===== src/logic/difd_defs.svh =====
/*
 offsets, reset values and timing counts of the discrete input
 filter and diagnostic block; assumes a 25 ns module clock.
*/
`ifndef DIFD_DEFS_SVH
`define DIFD_DEFS_SVH

// ----------------------------------------
// timing
// ----------------------------------------
`define DIFD_CLK_NS 25
`define DIFD_STEP_NS 500000
`define DIFD_STEP_CYC ((`DIFD_STEP_NS + `DIFD_CLK_NS - 1) / `DIFD_CLK_NS)
`define DIFD_STEPS_MIN 8'h01
`define DIFD_STEPS_MAX 8'hc8
`define DIFD_STEPS_DEF 8'h28
`define DIFD_PT_STEPS 8'h08

// ----------------------------------------
// register byte offsets
// ----------------------------------------
`define DIFD_OFS_CTRL 8'h00
`define DIFD_OFS_VAL 8'h04
`define DIFD_OFS_MSTAT 8'h08
`define DIFD_OFS_PTCMD 8'h0c
`define DIFD_OFS_FAULT 8'h10
`define DIFD_REGION_GLB 2'h0
`define DIFD_REGION_CFG 2'h1
`define DIFD_REGION_DIAG 2'h2

// ----------------------------------------
// reset values
// ----------------------------------------
`define DIFD_CTRL_RST 16'h0c03
`define DIFD_CHCFG_RST 18'h02051

`endif


===== src/logic/difd_pkg.sv =====
/*
 types of the discrete input filter and diagnostic block;
 assumes difd_defs.svh for every number.
*/
`include "difd_defs.svh"
`default_nettype none

package difd_pkg;

  typedef enum logic [1:0] {DIFD_DUAL, DIFD_TRI, DIFD_QUAD} difd_itype_t;
  typedef enum logic [1:0] {DIFD_PT_OFF, DIFD_PT_MAN, DIFD_PT_AUTO} difd_ptmode_t;
  typedef enum logic {DIFD_PT_IDLE, DIFD_PT_RUN} difd_ptst_t;

  typedef struct packed {
    logic [7:0] auto_period;
    logic fp2_det;
    logic fp1_det;
    logic tb_loss_det;
    logic tb_faults;
    logic tb_default;
    logic comm_hold;
    logic stat_on;
    logic diag_on;
  } difd_ctrl_t;

  typedef struct packed {
    logic fault_en;
    logic ptf_en;
    logic sp_en;
    logic ow_en;
    logic diag_en;
    difd_ptmode_t pt_mode;
    difd_itype_t itype;
    logic [7:0] steps;
    logic filt_en;
  } difd_chcfg_t;

  typedef struct packed {
    logic [15:0] raw;
    logic [15:0] ow;
    logic [15:0] sp;
    logic tb;
    logic [1:0] fp;
  } difd_pins_t;

  typedef struct packed {
    logic filt;
    logic last;
    logic [7:0] cnt;
  } difd_flt_t;

  typedef struct packed {
    difd_pins_t s1;
    difd_pins_t s2;
    difd_ctrl_t ctrl;
    difd_chcfg_t [15:0] cfg;
    logic [15:0] ptcmd;
    logic [18:0] fault;
    logic [15:0] held;
    logic [15:0] chan_val;
    logic [15:0] auto_req;
    logic [15:0] pt_done;
    logic [15:0] pt_fail;
    difd_ptst_t pt_st;
    logic [3:0] pt_ch;
    logic [7:0] pt_cnt;
    logic pt_seen;
    logic [15:0] pt_drive;
    logic [1:0] pt_tail;
    logic [14:0] tick_cnt;
    logic tick;
    logic [7:0] auto_cnt;
    logic ack;
    logic [31:0] rdata;
  } difd_state_t;

endpackage

`default_nettype wire


===== src/bench/difd_field_model.sv =====
/*
 field side of the input block: contact levels plus the internal
 pulse source; assumes pt_drive pulls a healthy point high.
*/
`timescale 1ns/1ps
`default_nettype none

module difd_field_model (
  input wire logic [15:0] level,
  input wire logic [15:0] broken,
  input wire logic [15:0] pt_drive,
  output logic [15:0] field_in
);
  // broken points never follow the pulse, so the test fails unless level holds them high
  assign field_in = level | (pt_drive & ~broken);
endmodule

`default_nettype wire


===== src/bench/tb.sv =====
/*
 bench top: Avalon tasks and scenario sequence for difd_top;
 assumes the tick shortened to 4 cycles.
*/
`timescale 1ns/1ps
`default_nettype none

module tb;
  localparam int TK = 4;
  logic mclk = 1'b0, rst_n = 1'b0, rd = 1'b0, wr = 1'b0;
  logic cl = 1'b0, tbr = 1'b0, at = 1'b0, waitr, freq;
  logic [7:0] adr = 8'h00;
  logic [31:0] wd = 32'h0, rdd, q;
  logic [15:0] lvl = 16'h0, brk = 16'h0, ow = 16'h0, sp = 16'h0, fin, cv, ptd;
  logic [1:0] fpl = 2'h0;
  int fail_count = 0;
  int n_tests = 0;

  difd_top #(.TICK_CYC(TK)) dut (.mclk(mclk), .rst_n(rst_n), .avs_address(adr),
    .avs_read(rd), .avs_write(wr), .avs_writedata(wd), .avs_readdata(rdd),
    .avs_waitrequest(waitr), .field_in(fin), .open_wire_in(ow), .short_pwr_in(sp),
    .tb_removed_in(tbr), .fp_lost_in(fpl), .comm_lost(cl), .auto_tick(at),
    .chan_val(cv), .pt_drive(ptd), .fault_req(freq));
  difd_field_model field (.level(lvl), .broken(brk), .pt_drive(ptd), .field_in(fin));

  // ----------------------------------------
  // tasks
  // ----------------------------------------
  task automatic test_done();
    if (fail_count == 0 && n_tests > 0)
      $display("Regression OK");
    else
      $display("Regression broken");
    $finish;
  endtask

  task automatic chk(input logic [31:0] got, input logic [31:0] exp);
    n_tests++;
    if (got !== exp)
    begin
      fail_count++;
      $display("ERROR %0t got %h want %h", $time, got, exp);
    end
  endtask

  task automatic bus(input logic w, input logic [7:0] a, input logic [31:0] d);
    @(posedge mclk);
    rd <= !w;
    wr <= w;
    adr <= a;
    wd <= d;
    // only the watchdog ends a wait that never gets an answer
    do
    begin
      @(posedge mclk);
    end
    while (waitr !== 1'b0);
    q = rdd;
    rd <= 1'b0;
    wr <= 1'b0;
  endtask

  task automatic rdc(input logic [7:0] a, input logic [31:0] e);
    bus(1'b0, a, 32'h0);
    chk(q, e);
  endtask

  task automatic cyc(input int n);
    repeat (n) @(posedge mclk);
  endtask

  // ----------------------------------------
  // scenarios
  // ----------------------------------------
  initial
    forever #12.5 mclk = ~mclk;

  initial
  begin
    int n;
    cyc(12);
    rst_n <= 1'b1;
    rdc(8'h00, 32'h0c03);
    rdc(8'h40, 32'h02051);
    wrt_l: bus(1'b1, 8'h40, 32'h2007);
    bus(1'b1, 8'h44, 32'h2000);
    lvl <= 16'h0003;
    cyc(6);
    chk(cv, 16'h0002);
    lvl <= 16'h0002;
    cyc(2);
    lvl <= 16'h0003;
    cyc(8);
    chk(cv, 16'h0002);
    cyc(30);
    chk(cv, 16'h0003);
    rdc(8'h04, 32'h0003);
    bus(1'b1, 8'h00, 32'h0c07);
    cl <= 1'b1;
    lvl <= 16'h0001;
    cyc(20);
    chk(cv, 16'h0003);
    bus(1'b1, 8'h00, 32'h0c03);
    cyc(2);
    chk(cv, 16'h0000);
    cl <= 1'b0;
    bus(1'b1, 8'h00, 32'h0c7b);
    tbr <= 1'b1;
    fpl <= 2'b11;
    cyc(6);
    chk(cv, 16'h0000);
    rdc(8'h08, 32'h13);
    rdc(8'h10, 32'h30000);
    chk(freq, 1'b1);
    tbr <= 1'b0;
    fpl <= 2'b00;
    bus(1'b1, 8'h10, 32'h7ffff);
    rdc(8'h10, 32'h0);
    chk(freq, 1'b0);
    bus(1'b1, 8'h00, 32'h0c03);
    tbr <= 1'b1;
    cyc(6);
    rdc(8'h10, 32'h0);
    rdc(8'h08, 32'h1);
    bus(1'b1, 8'h00, 32'h0c01);
    rdc(8'h08, 32'h0);
    tbr <= 1'b0;
    bus(1'b1, 8'h00, 32'h0c03);
    ow <= 16'h0004;
    sp <= 16'h0004;
    for (int t = 0; t < 3; t++)
    begin
      bus(1'b1, 8'h48, 32'he000 | (32'(t) << 9));
      cyc(4);
      rdc(8'h88, {30'h0, t == 2, t > 0});
      rdc(8'h10, 32'h0);
    end
    bus(1'b1, 8'h48, 32'h2e400);
    cyc(3);
    rdc(8'h10, 32'h4);
    bus(1'b1, 8'h00, 32'h0c02);
    rdc(8'h88, 32'h0);
    bus(1'b1, 8'h00, 32'h0c03);
    bus(1'b1, 8'h48, 32'h2c400);
    rdc(8'h88, 32'h0);
    tbr <= 1'b1;
    bus(1'b1, 8'h48, 32'h2e400);
    cyc(3);
    rdc(8'h88, 32'h0);
    tbr <= 1'b0;
    ow <= 16'h0;
    sp <= 16'h0;
    bus(1'b1, 8'h4c, 32'h12800);
    // second run: the field point ignores the pulse
    for (int b = 0; b < 2; b++)
    begin
      brk <= 16'(b) << 3;
      bus(1'b1, 8'h0c, 32'h8);
      n = 0;
      do
      begin
        bus(1'b0, 8'h8c, 32'h0);
        n++;
      end
      while (!q[3] && n < 60);
      chk(q & 32'hc, (32'(b) << 2) | 32'h8);
      bus(1'b1, 8'h0c, 32'h0);
      rdc(8'h8c, 32'h0);
    end
    // automatic mode: period of one auto_tick, broken point first
    bus(1'b1, 8'h00, 32'h0103);
    bus(1'b1, 8'h4c, 32'h13000);
    for (int b = 0; b < 2; b++)
    begin
      brk <= 16'(1 - b) << 3;
      at <= 1'b1;
      cyc(1);
      at <= 1'b0;
      cyc(50);
      rdc(8'h8c, 32'(1 - b) << 2);
    end
    test_done();
  end

  // whole sequence needs a few hundred cycles
  initial
  begin
    cyc(20000);
    fail_count++;
    $display("ERROR %0t watchdog expired", $time);
    test_done();
  end
endmodule


`default_nettype wire


===== src/logic/difd_chan.sv =====
/*
 one channel of the debounce filter; assumes a synchronised input
 and a half-millisecond tick pulse on the module clock.
*/
`timescale 1ns/1ps
`default_nettype none

module difd_chan (
  input wire logic mclk,
  input wire logic rst_n,
  input wire logic tick,
  input wire logic raw,
  input wire logic filt_en,
  input wire logic [7:0] steps,
  output logic filt
);

  difd_pkg::difd_flt_t q;
  difd_pkg::difd_flt_t next_q;

  always_comb
  begin
    next_q = q;
    if (!filt_en)
    begin
      next_q.filt = raw;
      next_q.last = raw;
      next_q.cnt = 8'h00;
    end
    else if (raw != q.last)
    begin
      next_q.last = raw;
      next_q.cnt = 8'h00;
    end
    else if (raw == q.filt)
      next_q.cnt = 8'h00;
    else if (tick)
    begin
      if ((q.cnt + 8'h01) >= steps)
      begin
        next_q.filt = raw;
        next_q.cnt = 8'h00;
      end
      else
        next_q.cnt = q.cnt + 8'h01;
    end
  end

  always_ff @(posedge mclk or negedge rst_n)
  begin
    if (!rst_n)
      q <= '0;
    else
      q <= next_q;
  end

  assign filt = q.filt;

endmodule

`default_nettype wire


===== src/logic/difd_top.sv =====
/*
 16-channel discrete input conditioning: debounce filters, value
 defaulting, channel and module diagnostics, pulse test and fault
 flags, with registers on Avalon-MM. assumes field status pins are
 asynchronous and comm_lost and auto_tick come from logic on mclk.
*/
// Overview of operation
// - filter time 0.5 to 100 ms, half-ms steps
// - filter time defaults to 20 ms
// - per-channel filter enable, bypass passes raw input
// - accept state only after full stable interval
// - filtered values reported as sixteen-bit word
// - diag words per channel; length zero suppresses
// - module status word; length zero disables
// - comm loss forces off or holds last
// - terminal block removal forces defaults when enabled
// - enable keeps faults after terminal block removal
// - terminal block removal fault only when enabled
// - per-group field power loss detection enables
// - input type selects matching fault logging
// - diag data written only when enabled
// - open wire needs enable and tri/quad
// - short to power needs enable and quad
// - pulse test failures reported when enabled
// - fault table entries need fault enable
// - table entry needs table and diag enables
// - pulse test off, manual or automatic
// - completion held while command set, then cleared
`timescale 1ns/1ps
`default_nettype none
`include "difd_defs.svh"

module difd_top #(
  parameter int TICK_CYC = `DIFD_STEP_CYC
) (
  input wire logic mclk,
  input wire logic rst_n,
  input wire logic [7:0] avs_address,
  input wire logic avs_read,
  input wire logic avs_write,
  input wire logic [31:0] avs_writedata,
  output logic [31:0] avs_readdata,
  output logic avs_waitrequest,
  input wire logic [15:0] field_in,
  input wire logic [15:0] open_wire_in,
  input wire logic [15:0] short_pwr_in,
  input wire logic tb_removed_in,
  input wire logic [1:0] fp_lost_in,
  input wire logic comm_lost,
  input wire logic auto_tick,
  output logic [15:0] chan_val,
  output logic [15:0] pt_drive,
  output logic fault_req
);

  // ----------------------------------------
  // state and filters
  // ----------------------------------------
  difd_pkg::difd_state_t q;
  difd_pkg::difd_state_t next_q;
  logic [15:0] filt;
  logic [15:0] filt_in;
  logic [31:0] diag [16];
  logic [15:0] pt_mask;

  function automatic logic [7:0] clamp_steps(input logic [7:0] s);
    if (s < `DIFD_STEPS_MIN)
      return `DIFD_STEPS_MIN;
    else if (s > `DIFD_STEPS_MAX)
      return `DIFD_STEPS_MAX;
    else
      return s;
  endfunction

  // under pulse test the field input is meaningless, so hold the
  // accepted state instead of feeding the test pulse to the filter
  // the synchronisers lag the drive by two cycles, so the hold runs on
  // through pt_tail, else the pulse tail leaks into the value
  assign pt_mask = q.pt_drive | ((q.pt_tail != 2'h0) ? (16'h0001 << q.pt_ch) : 16'h0000);
  assign filt_in = (q.s2.raw & ~pt_mask) | (filt & pt_mask);

  genvar gi;
  generate
    for (gi = 0; gi < 16; gi++)
    begin : g_chan
      difd_chan u_chan (
        .mclk(mclk),
        .rst_n(rst_n),
        .tick(q.tick),
        .raw(filt_in[gi]),
        .filt_en(q.cfg[gi].filt_en),
        .steps(clamp_steps(q.cfg[gi].steps)),
        .filt(filt[gi])
      );
    end
  endgenerate

  // ----------------------------------------
  // diagnostic words
  // ----------------------------------------
  logic tb_gag;
  logic [15:0] ow_flag;
  logic [15:0] sp_flag;
  logic [15:0] ptf_flag;

  // faults after removal only when allowed
  assign tb_gag = q.s2.tb & ~q.ctrl.tb_faults;

  always_comb
  begin
    for (int i = 0; i < 16; i++)
    begin
      ow_flag[i] = q.s2.ow[i] & q.cfg[i].ow_en & ~tb_gag
        & (q.cfg[i].itype != difd_pkg::DIFD_DUAL);
      sp_flag[i] = q.s2.sp[i] & q.cfg[i].sp_en & ~tb_gag
        & (q.cfg[i].itype == difd_pkg::DIFD_QUAD);
      ptf_flag[i] = q.pt_fail[i] & q.cfg[i].ptf_en & ~tb_gag;
      diag[i] = '0;
      if (q.ctrl.diag_on && q.cfg[i].diag_en)
      begin
        diag[i][0] = ow_flag[i];
        diag[i][1] = sp_flag[i];
        diag[i][2] = ptf_flag[i];
        diag[i][3] = q.pt_done[i];
        diag[i][4] = q.chan_val[i];
      end
    end
  end

  // ----------------------------------------
  // next state
  // ----------------------------------------
  logic req;
  logic wr_go;
  logic [3:0] idx;
  logic [15:0] pend;
  logic [18:0] fault_set;
  logic [18:0] fault_clr;
  logic [31:0] mstat;
  logic [31:0] rd;
  logic found;

  assign req = avs_read | avs_write;
  assign wr_go = avs_write & q.ack;
  assign idx = avs_address[5:2];

  always_comb
  begin
    next_q = q;

    // two-flop synchronisers on field pins
    next_q.s1 = {field_in, open_wire_in, short_pwr_in, tb_removed_in, fp_lost_in};
    next_q.s2 = q.s1;

    // half-millisecond tick
    next_q.tick = 1'b0;
    if (q.tick_cnt == 15'(TICK_CYC - 1))
    begin
      next_q.tick_cnt = 15'h0000;
      next_q.tick = 1'b1;
    end
    else
      next_q.tick_cnt = q.tick_cnt + 15'h0001;

    // reported values
    if (comm_lost)
      next_q.chan_val = q.ctrl.comm_hold ? q.held : 16'h0000;
    else if (q.s2.tb && q.ctrl.tb_default)
      next_q.chan_val = 16'h0000;
    else
      next_q.chan_val = filt;
    if (!comm_lost)
      next_q.held = q.chan_val;

    // module status
    mstat = '0;
    if (q.ctrl.stat_on)
    begin
      mstat[0] = q.s2.tb;
      mstat[1] = q.s2.fp[0] & q.ctrl.fp1_det;
      mstat[2] = q.s2.fp[1] & q.ctrl.fp2_det;
      mstat[3] = comm_lost;
      mstat[4] = q.s2.tb & q.ctrl.tb_loss_det;
    end

    // fault flags: hardware set wins over software clear
    fault_set = '0;
    for (int i = 0; i < 16; i++)
      fault_set[i] = q.cfg[i].fault_en & ~tb_gag
        & (ow_flag[i] | sp_flag[i] | ptf_flag[i]);
    fault_set[16] = q.s2.tb & q.ctrl.tb_loss_det;
    fault_set[17] = q.s2.fp[0] & q.ctrl.fp1_det;
    fault_set[18] = q.s2.fp[1] & q.ctrl.fp2_det;
    fault_clr = '0;
    if (wr_go && avs_address == `DIFD_OFS_FAULT)
      fault_clr = avs_writedata[18:0];
    next_q.fault = (q.fault & ~fault_clr) | fault_set;

    // automatic pulse test scheduling
    if (auto_tick && q.ctrl.auto_period != 8'h00)
    begin
      if ((q.auto_cnt + 8'h01) >= q.ctrl.auto_period)
      begin
        next_q.auto_cnt = 8'h00;
        for (int i = 0; i < 16; i++)
          if (q.cfg[i].pt_mode == difd_pkg::DIFD_PT_AUTO)
            next_q.auto_req[i] = 1'b1;
      end
      else
        next_q.auto_cnt = q.auto_cnt + 8'h01;
    end

    // manual handshake and mode cleanup
    for (int i = 0; i < 16; i++)
    begin
      pend[i] = ((q.cfg[i].pt_mode == difd_pkg::DIFD_PT_MAN) & q.ptcmd[i]
        & ~q.pt_done[i]) | ((q.cfg[i].pt_mode == difd_pkg::DIFD_PT_AUTO)
        & q.auto_req[i]);
      if (q.cfg[i].pt_mode != difd_pkg::DIFD_PT_AUTO)
        next_q.auto_req[i] = 1'b0;
      if (q.cfg[i].pt_mode == difd_pkg::DIFD_PT_MAN && !q.ptcmd[i])
      begin
        next_q.pt_done[i] = 1'b0;
        next_q.pt_fail[i] = 1'b0;
      end
      if (q.cfg[i].pt_mode == difd_pkg::DIFD_PT_OFF)
      begin
        next_q.pt_done[i] = 1'b0;
        next_q.pt_fail[i] = 1'b0;
      end
    end

    // pulse test sequencer, one channel at a time
    found = 1'b0;
    case (q.pt_st)
      difd_pkg::DIFD_PT_IDLE:
      begin
        // no new test until the last pulse has left the synchronisers
        if (q.pt_tail != 2'h0)
          next_q.pt_tail = q.pt_tail - 2'h1;
        for (int i = 0; i < 16; i++)
        begin
          if (pend[i] && !found && q.pt_tail == 2'h0)
          begin
            found = 1'b1;
            next_q.pt_ch = 4'(i);
            next_q.pt_drive = 16'h0001 << i;
          end
        end
        if (found)
        begin
          next_q.pt_st = difd_pkg::DIFD_PT_RUN;
          next_q.pt_cnt = 8'h00;
          next_q.pt_seen = 1'b0;
        end
      end
      difd_pkg::DIFD_PT_RUN:
      begin
        if (q.s2.raw[q.pt_ch])
          next_q.pt_seen = 1'b1;
        if (q.tick)
          next_q.pt_cnt = q.pt_cnt + 8'h01;
        if (q.tick && (q.pt_cnt + 8'h01) >= `DIFD_PT_STEPS)
        begin
          next_q.pt_st = difd_pkg::DIFD_PT_IDLE;
          next_q.pt_drive = 16'h0000;
          next_q.auto_req[q.pt_ch] = 1'b0;
          next_q.pt_tail = 2'h2;
          // no valid field power means the test cannot pass
          next_q.pt_fail[q.pt_ch] = ~(q.pt_seen | q.s2.raw[q.pt_ch])
            | q.s2.fp[q.pt_ch[3]];
          if (q.cfg[q.pt_ch].pt_mode == difd_pkg::DIFD_PT_MAN)
            next_q.pt_done[q.pt_ch] = q.ptcmd[q.pt_ch];
        end
      end
      default:
      begin
        next_q.pt_st = difd_pkg::DIFD_PT_IDLE;
        next_q.pt_drive = 16'h0000;
      end
    endcase

    // register reads, unmapped addresses return zero
    rd = '0;
    case (avs_address[7:6])
      `DIFD_REGION_GLB:
      begin
        case (avs_address)
          `DIFD_OFS_CTRL: rd = {16'h0000, q.ctrl};
          `DIFD_OFS_VAL: rd = {16'h0000, q.chan_val};
          `DIFD_OFS_MSTAT: rd = mstat;
          `DIFD_OFS_PTCMD: rd = {16'h0000, q.ptcmd};
          `DIFD_OFS_FAULT: rd = {13'h0000, q.fault};
          default: rd = '0;
        endcase
      end
      `DIFD_REGION_CFG: rd = {14'h0000, q.cfg[idx]};
      `DIFD_REGION_DIAG: rd = diag[idx];
      default: rd = '0;
    endcase

    // one wait state per access
    next_q.ack = req & ~q.ack;
    // writes leave the last read data standing
    if (avs_read && !q.ack)
      next_q.rdata = rd;

    // register writes
    if (wr_go)
    begin
      if (avs_address == `DIFD_OFS_CTRL)
        next_q.ctrl = difd_pkg::difd_ctrl_t'(avs_writedata[15:0]);
      if (avs_address == `DIFD_OFS_PTCMD)
        next_q.ptcmd = avs_writedata[15:0];
      if (avs_address[7:6] == `DIFD_REGION_CFG)
        next_q.cfg[idx] = difd_pkg::difd_chcfg_t'(avs_writedata[17:0]);
    end
  end

  // ----------------------------------------
  // registers
  // ----------------------------------------
  always_ff @(posedge mclk or negedge rst_n)
  begin
    if (!rst_n)
    begin
      q <= '0;
      q.ctrl <= difd_pkg::difd_ctrl_t'(`DIFD_CTRL_RST);
      q.cfg <= {16{difd_pkg::difd_chcfg_t'(`DIFD_CHCFG_RST)}};
    end
    else
      q <= next_q;
  end

  assign avs_waitrequest = req & ~q.ack;
  assign avs_readdata = q.rdata;
  assign chan_val = q.chan_val;
  assign pt_drive = q.pt_drive;
  assign fault_req = |q.fault;

endmodule

`default_nettype wire

===== config.mk =====
export PLATFORM = sky130hd
export DESIGN_NAME = difd_top
export DESIGN_NICKNAME = d
export VERILOG_FILES = /design/src/logic/difd_pkg.sv /design/src/bench/difd_field_model.sv /design/src/bench/tb.sv /design/src/logic/difd_chan.sv /design/src/logic/difd_top.sv
export VERILOG_INCLUDE_DIRS = /design/src /design/src/logic
export SDC_FILE = /design/constraint.sdc
export NUM_CORES = 2
export LEC_CHECK = 0
export ABC_CLOCK_PERIOD_IN_PS = 3000
export BUFFER_PORTS_ARGS = -buffer_cell sky130_fd_sc_hd__buf_2
export CORE_ASPECT_RATIO = 0.9
export CORE_MARGIN = 2
export CORE_UTILIZATION = 40
export CTS_BUF_LIST = sky130_fd_sc_hd__clkbuf_4
export CTS_CLUSTER_DIAMETER = 150
export CTS_CLUSTER_SIZE = 8
export DETAILED_ROUTE_END_ITERATION = 10
export REMOVE_ABC_BUFFERS = 1
export SYNTH_ARGS = -nofsm -noshare
export SYNTH_HDL_FRONTEND = slang
export SYNTH_HIERARCHICAL = 1
export SYNTH_SLANG_ARGS = --single-unit

===== constraint.sdc =====
create_clock -name mclk -period 3 [get_ports mclk]
set_input_delay 0.45 -clock mclk [delete_from_list [all_inputs] [get_ports mclk]]
set_output_delay 0.45 -clock mclk [all_outputs]
set_load 0.05 [all_outputs]

==> impl_metrics.tcl <==
set metrics [dict create \
    yosysSeqAreaShare 0.4643 \
    finalSetupViolCount 1 \
    wl_um 123300 \
    seq_area_mm2 0.01903 \
    synth_edf_count 0 \
    ioPinCount 163 \
    synthFlopType "dfrtp_1" \
    cts_sinks 757 \
    switching_power_mw 7.133 \
    root_buffer "clkbuf_4" \
    grt_pass1_vias 29360 \
    row_count 111 \
    route.detailed.drc 0 \
    fmax_ghz 0.3220 \
    track_usage 0.2349 \
    r2r_end "g_chan[1].u_chan/filt" \
    critical-path-slowest-cell "or4_4" \
    whs_endpoint "q[493]" \
    drtIter0Drc 2790 \
    fillCellCount 9571 \
    crit_chain "nor4_2, nand4_1, or4_4, buf_6" \
    cp-start-kind "flip-flop" \
    clockBufferDepth 3 \
    powerDensity_mw_per_mm2 496.3 \
    multi_input_area_mm2 0.02009 \
    fin_nets 4002 \
    grt_overflow 0 \
    utilization 0.4495 \
    p_int_mw 15.55 \
    fin_crit_sh 1.035 \
    final_area_mm2 0.04570 \
    syn_to_final_growth_pct 11.51 \
    ant_nets 0 \
    timing.rr.start "q[84]" \
    leakagePower_nw 20.59 \
    crit_required_ps 2550 \
    cp.arrival_ps 2660 \
    synth.area.top_cells "dfrtp_1 (42%), mux2_2 (9.0%), mux4_2 (5.5%)" \
    ys_ff_latch 757 \
    maxCapViolCount 0 \
    setup.worst_path.class "reg -> out" \
    p_clk_frac 0.294 \
    grt_max_degree 92 \
    hold_class "in -> reg" \
    synth_top_area_frac 0.4207 \
    yosys.area.top_type "dfrtp_1" \
    start_util 0.4031 \
    tritoncts "yes" \
    mostFrequentLayoutCells "dfrtp_1 (687), mux2_2 (329), nand2_1 (275), clkbuf_4 (190)" \
    fp.dieH_um 307.7 \
    grt_pass1_wl_um 186700 \
    antenna_found_initial 10 \
    fin_skew_ps 84.91 \
    regToRegSetupSlack_ps 160 \
    drt_pre_antenna_iters 5 \
    p_sw_frac 0.3145 \
    yosysWarnings 6 \
    io_buffers 136 \
    die_w_um 341.4 \
    vdd_drop_max_mv 0.2628 \
    outcome "finished with violations" \
    post_drt_wl_per_cell_um 23.70 \
    worstHoldStart "avs_writedata[1]" \
    totalPowerFinal_mw 22.68 \
    vias_per_cell 5.804 \
    slowest_delay_ps 480 \
    path_depth 4 \
    end_kind "output port" \
    clock_latency_ps 1020 \
    synthArstFlopShare 1.000 \
    die-area_mm2 0.1050 \
    violations "setup timing" \
    min_period_ps 3106 \
    place_congestion 0.9548 \
    slew_violations 0 \
    worst_slack_ps -105.5 \
    cp_num_buf_inv 1 \
    synth_area_mm2 0.04098 \
    p_comb_frac 0.187 \
    placed_cell_area_mm2 0.04340 \
    max-slew-margin-rel 0.3670 \
    postSynthCellCount 3551 \
    worst_pin_slew_ps 949.5 \
    cts_buffers 104 \
    avgSynthCellArea_um2 11.54 \
    sequentialPowerShare 0.519 \
    drive_above_1_share 0.2878 \
    core-area_mm2 0.1017 \
    finalHoldViolCount 0 \
    final_common_cell "dfrtp_1" \
    hold-path-cell-count 3 \
    vias 30190 \
    ys_types 80 \
    htreeDepth 3 \
    cp_max_fo 3 \
    critical_path.top_delay_family "simple AND/OR/NAND/NOR gates" \
    rsz0062_at_grt "yes" \
    dp_hpwl_um 90120 \
    clkTransAtPathRegs_ps 110 \
    reg2regPathDepth 9 \
]
[sequential cells by signal, summed over array words and instances (netlist names)]
name	cells
q	495
g_chan.u_chan/q	144
next_q	51
avs_readdata	19
chan_val	16
g_chan.u_chan/filt	16
pt_drive	16
[per-stage QoR]
stage	TNS (ps)	hold WS [ps]	worst slack, ps	instances
global route	-193.9	15.21	-193.9	5196
CTS	-127.0	10.34	-127.0	5189
global placement	0	331.0	83.78	4924
floorplan	-10.55	154.4	-10.55	3279
detailed placement	0	334.7	61.04	4924
finish	-105.5	73.03	-105.5	5202
[cell type report]
cell class | count | share of cell area
Multi-Input combinational cell | 2364 | 0.4396
Clock inverter | 4 | 0.0009309
Tap cell | 1356 | 0.03713
Antenna cell | 10 | 0.0005476
Timing Repair Buffer | 363 | 0.06116
Inverter | 158 | 0.01298
Sequential cell | 757 | 0.4164
Clock buffer | 190 | 0.03121
[synthesized netlist by cell type (all sizes together) (24+ instances only)]
cell	number
a21o	30
a21oi	46
a22o	147
a22oi	24
a31oi	27
a32o	34
and2	41
and3	28
buf	130
clkbuf	154
dfrtp	689
dfstp	68
ha	157
inv	157
mux2	361
mux4	100
nand2	275
nand2b	45
nand3	121
nand4	53
nand4b	24
nor2	153
nor2b	39
nor3	72
o211ai	49
o21a	49
o21ai	92
o22ai	26
o31ai	34
xnor2	58
xor2	58
[routing by layer]
layer	part of all wire	GRT usage
met3	0.096	0.06951
met5	0.00022	0
met2	0.43	0.3399
met1	0.45	0.3404
met4	0.025	0.06383
[logic make-up after synthesis]
family,Yosys count,synth area share
AOI/OAI and AO/OA,696,0.1367
xor gates and xnor gates,116,0.02479
adders and majority gates,157,0.04793
buffers and inverters,442,0.04876
DFF,757,0.4643
muxes,465,0.1551
other,1,0.00009150
and+or+nand+nor,917,0.1224
[power by group through the flow]
stage / Sequential, mW / Clock, mW / Combinational, mW
2_1_floorplan: 11.9 / 0 / 2.19
3_3_place_gp: 11.9 / 0 / 4.05
3_5_place_dp: 11.9 / 0 / 4.12
4_1_cts: 11.7 / 6.87 / 4.21
5_1_grt: 11.9 / 7.32 / 4.58
6_report: 11.8 / 6.67 / 4.24
[worst register-to-register path: stages (launching register included)]
cell and delay, ps:
dfrtp_2 490, nor2b_1 180, buf_4 170, a31oi_1 330, mux2_2 410, nand2b_1 150
o22ai_1 250, nand2_1 160, o2bb2ai_1 210, mux2_1 330
[worst max path at each step]
stage	from	end	slack, ps
2_1_floorplan	q[84]	g_chan[13].u_chan/filt	-10
3_3_place_gp	q[33]	q[123]	80
3_5_place_dp	q[33]	q[135]	60
4_1_cts	q[183]	fault_req	-130
5_1_grt	q[183]	fault_req	-190
6_report	q[182]	fault_req	-110
[what timing repair did]
action | CTS | global route
hold buffers | 69 | 0
setup buffers | 2 | 3
resized for setup | 7 | 8
pin swaps | 2 | 5
setup endpoints to repair | 1 | 57
hold endpoints to repair | 743 | 0
Note: power is estimated with default switching activity, not from simulation.
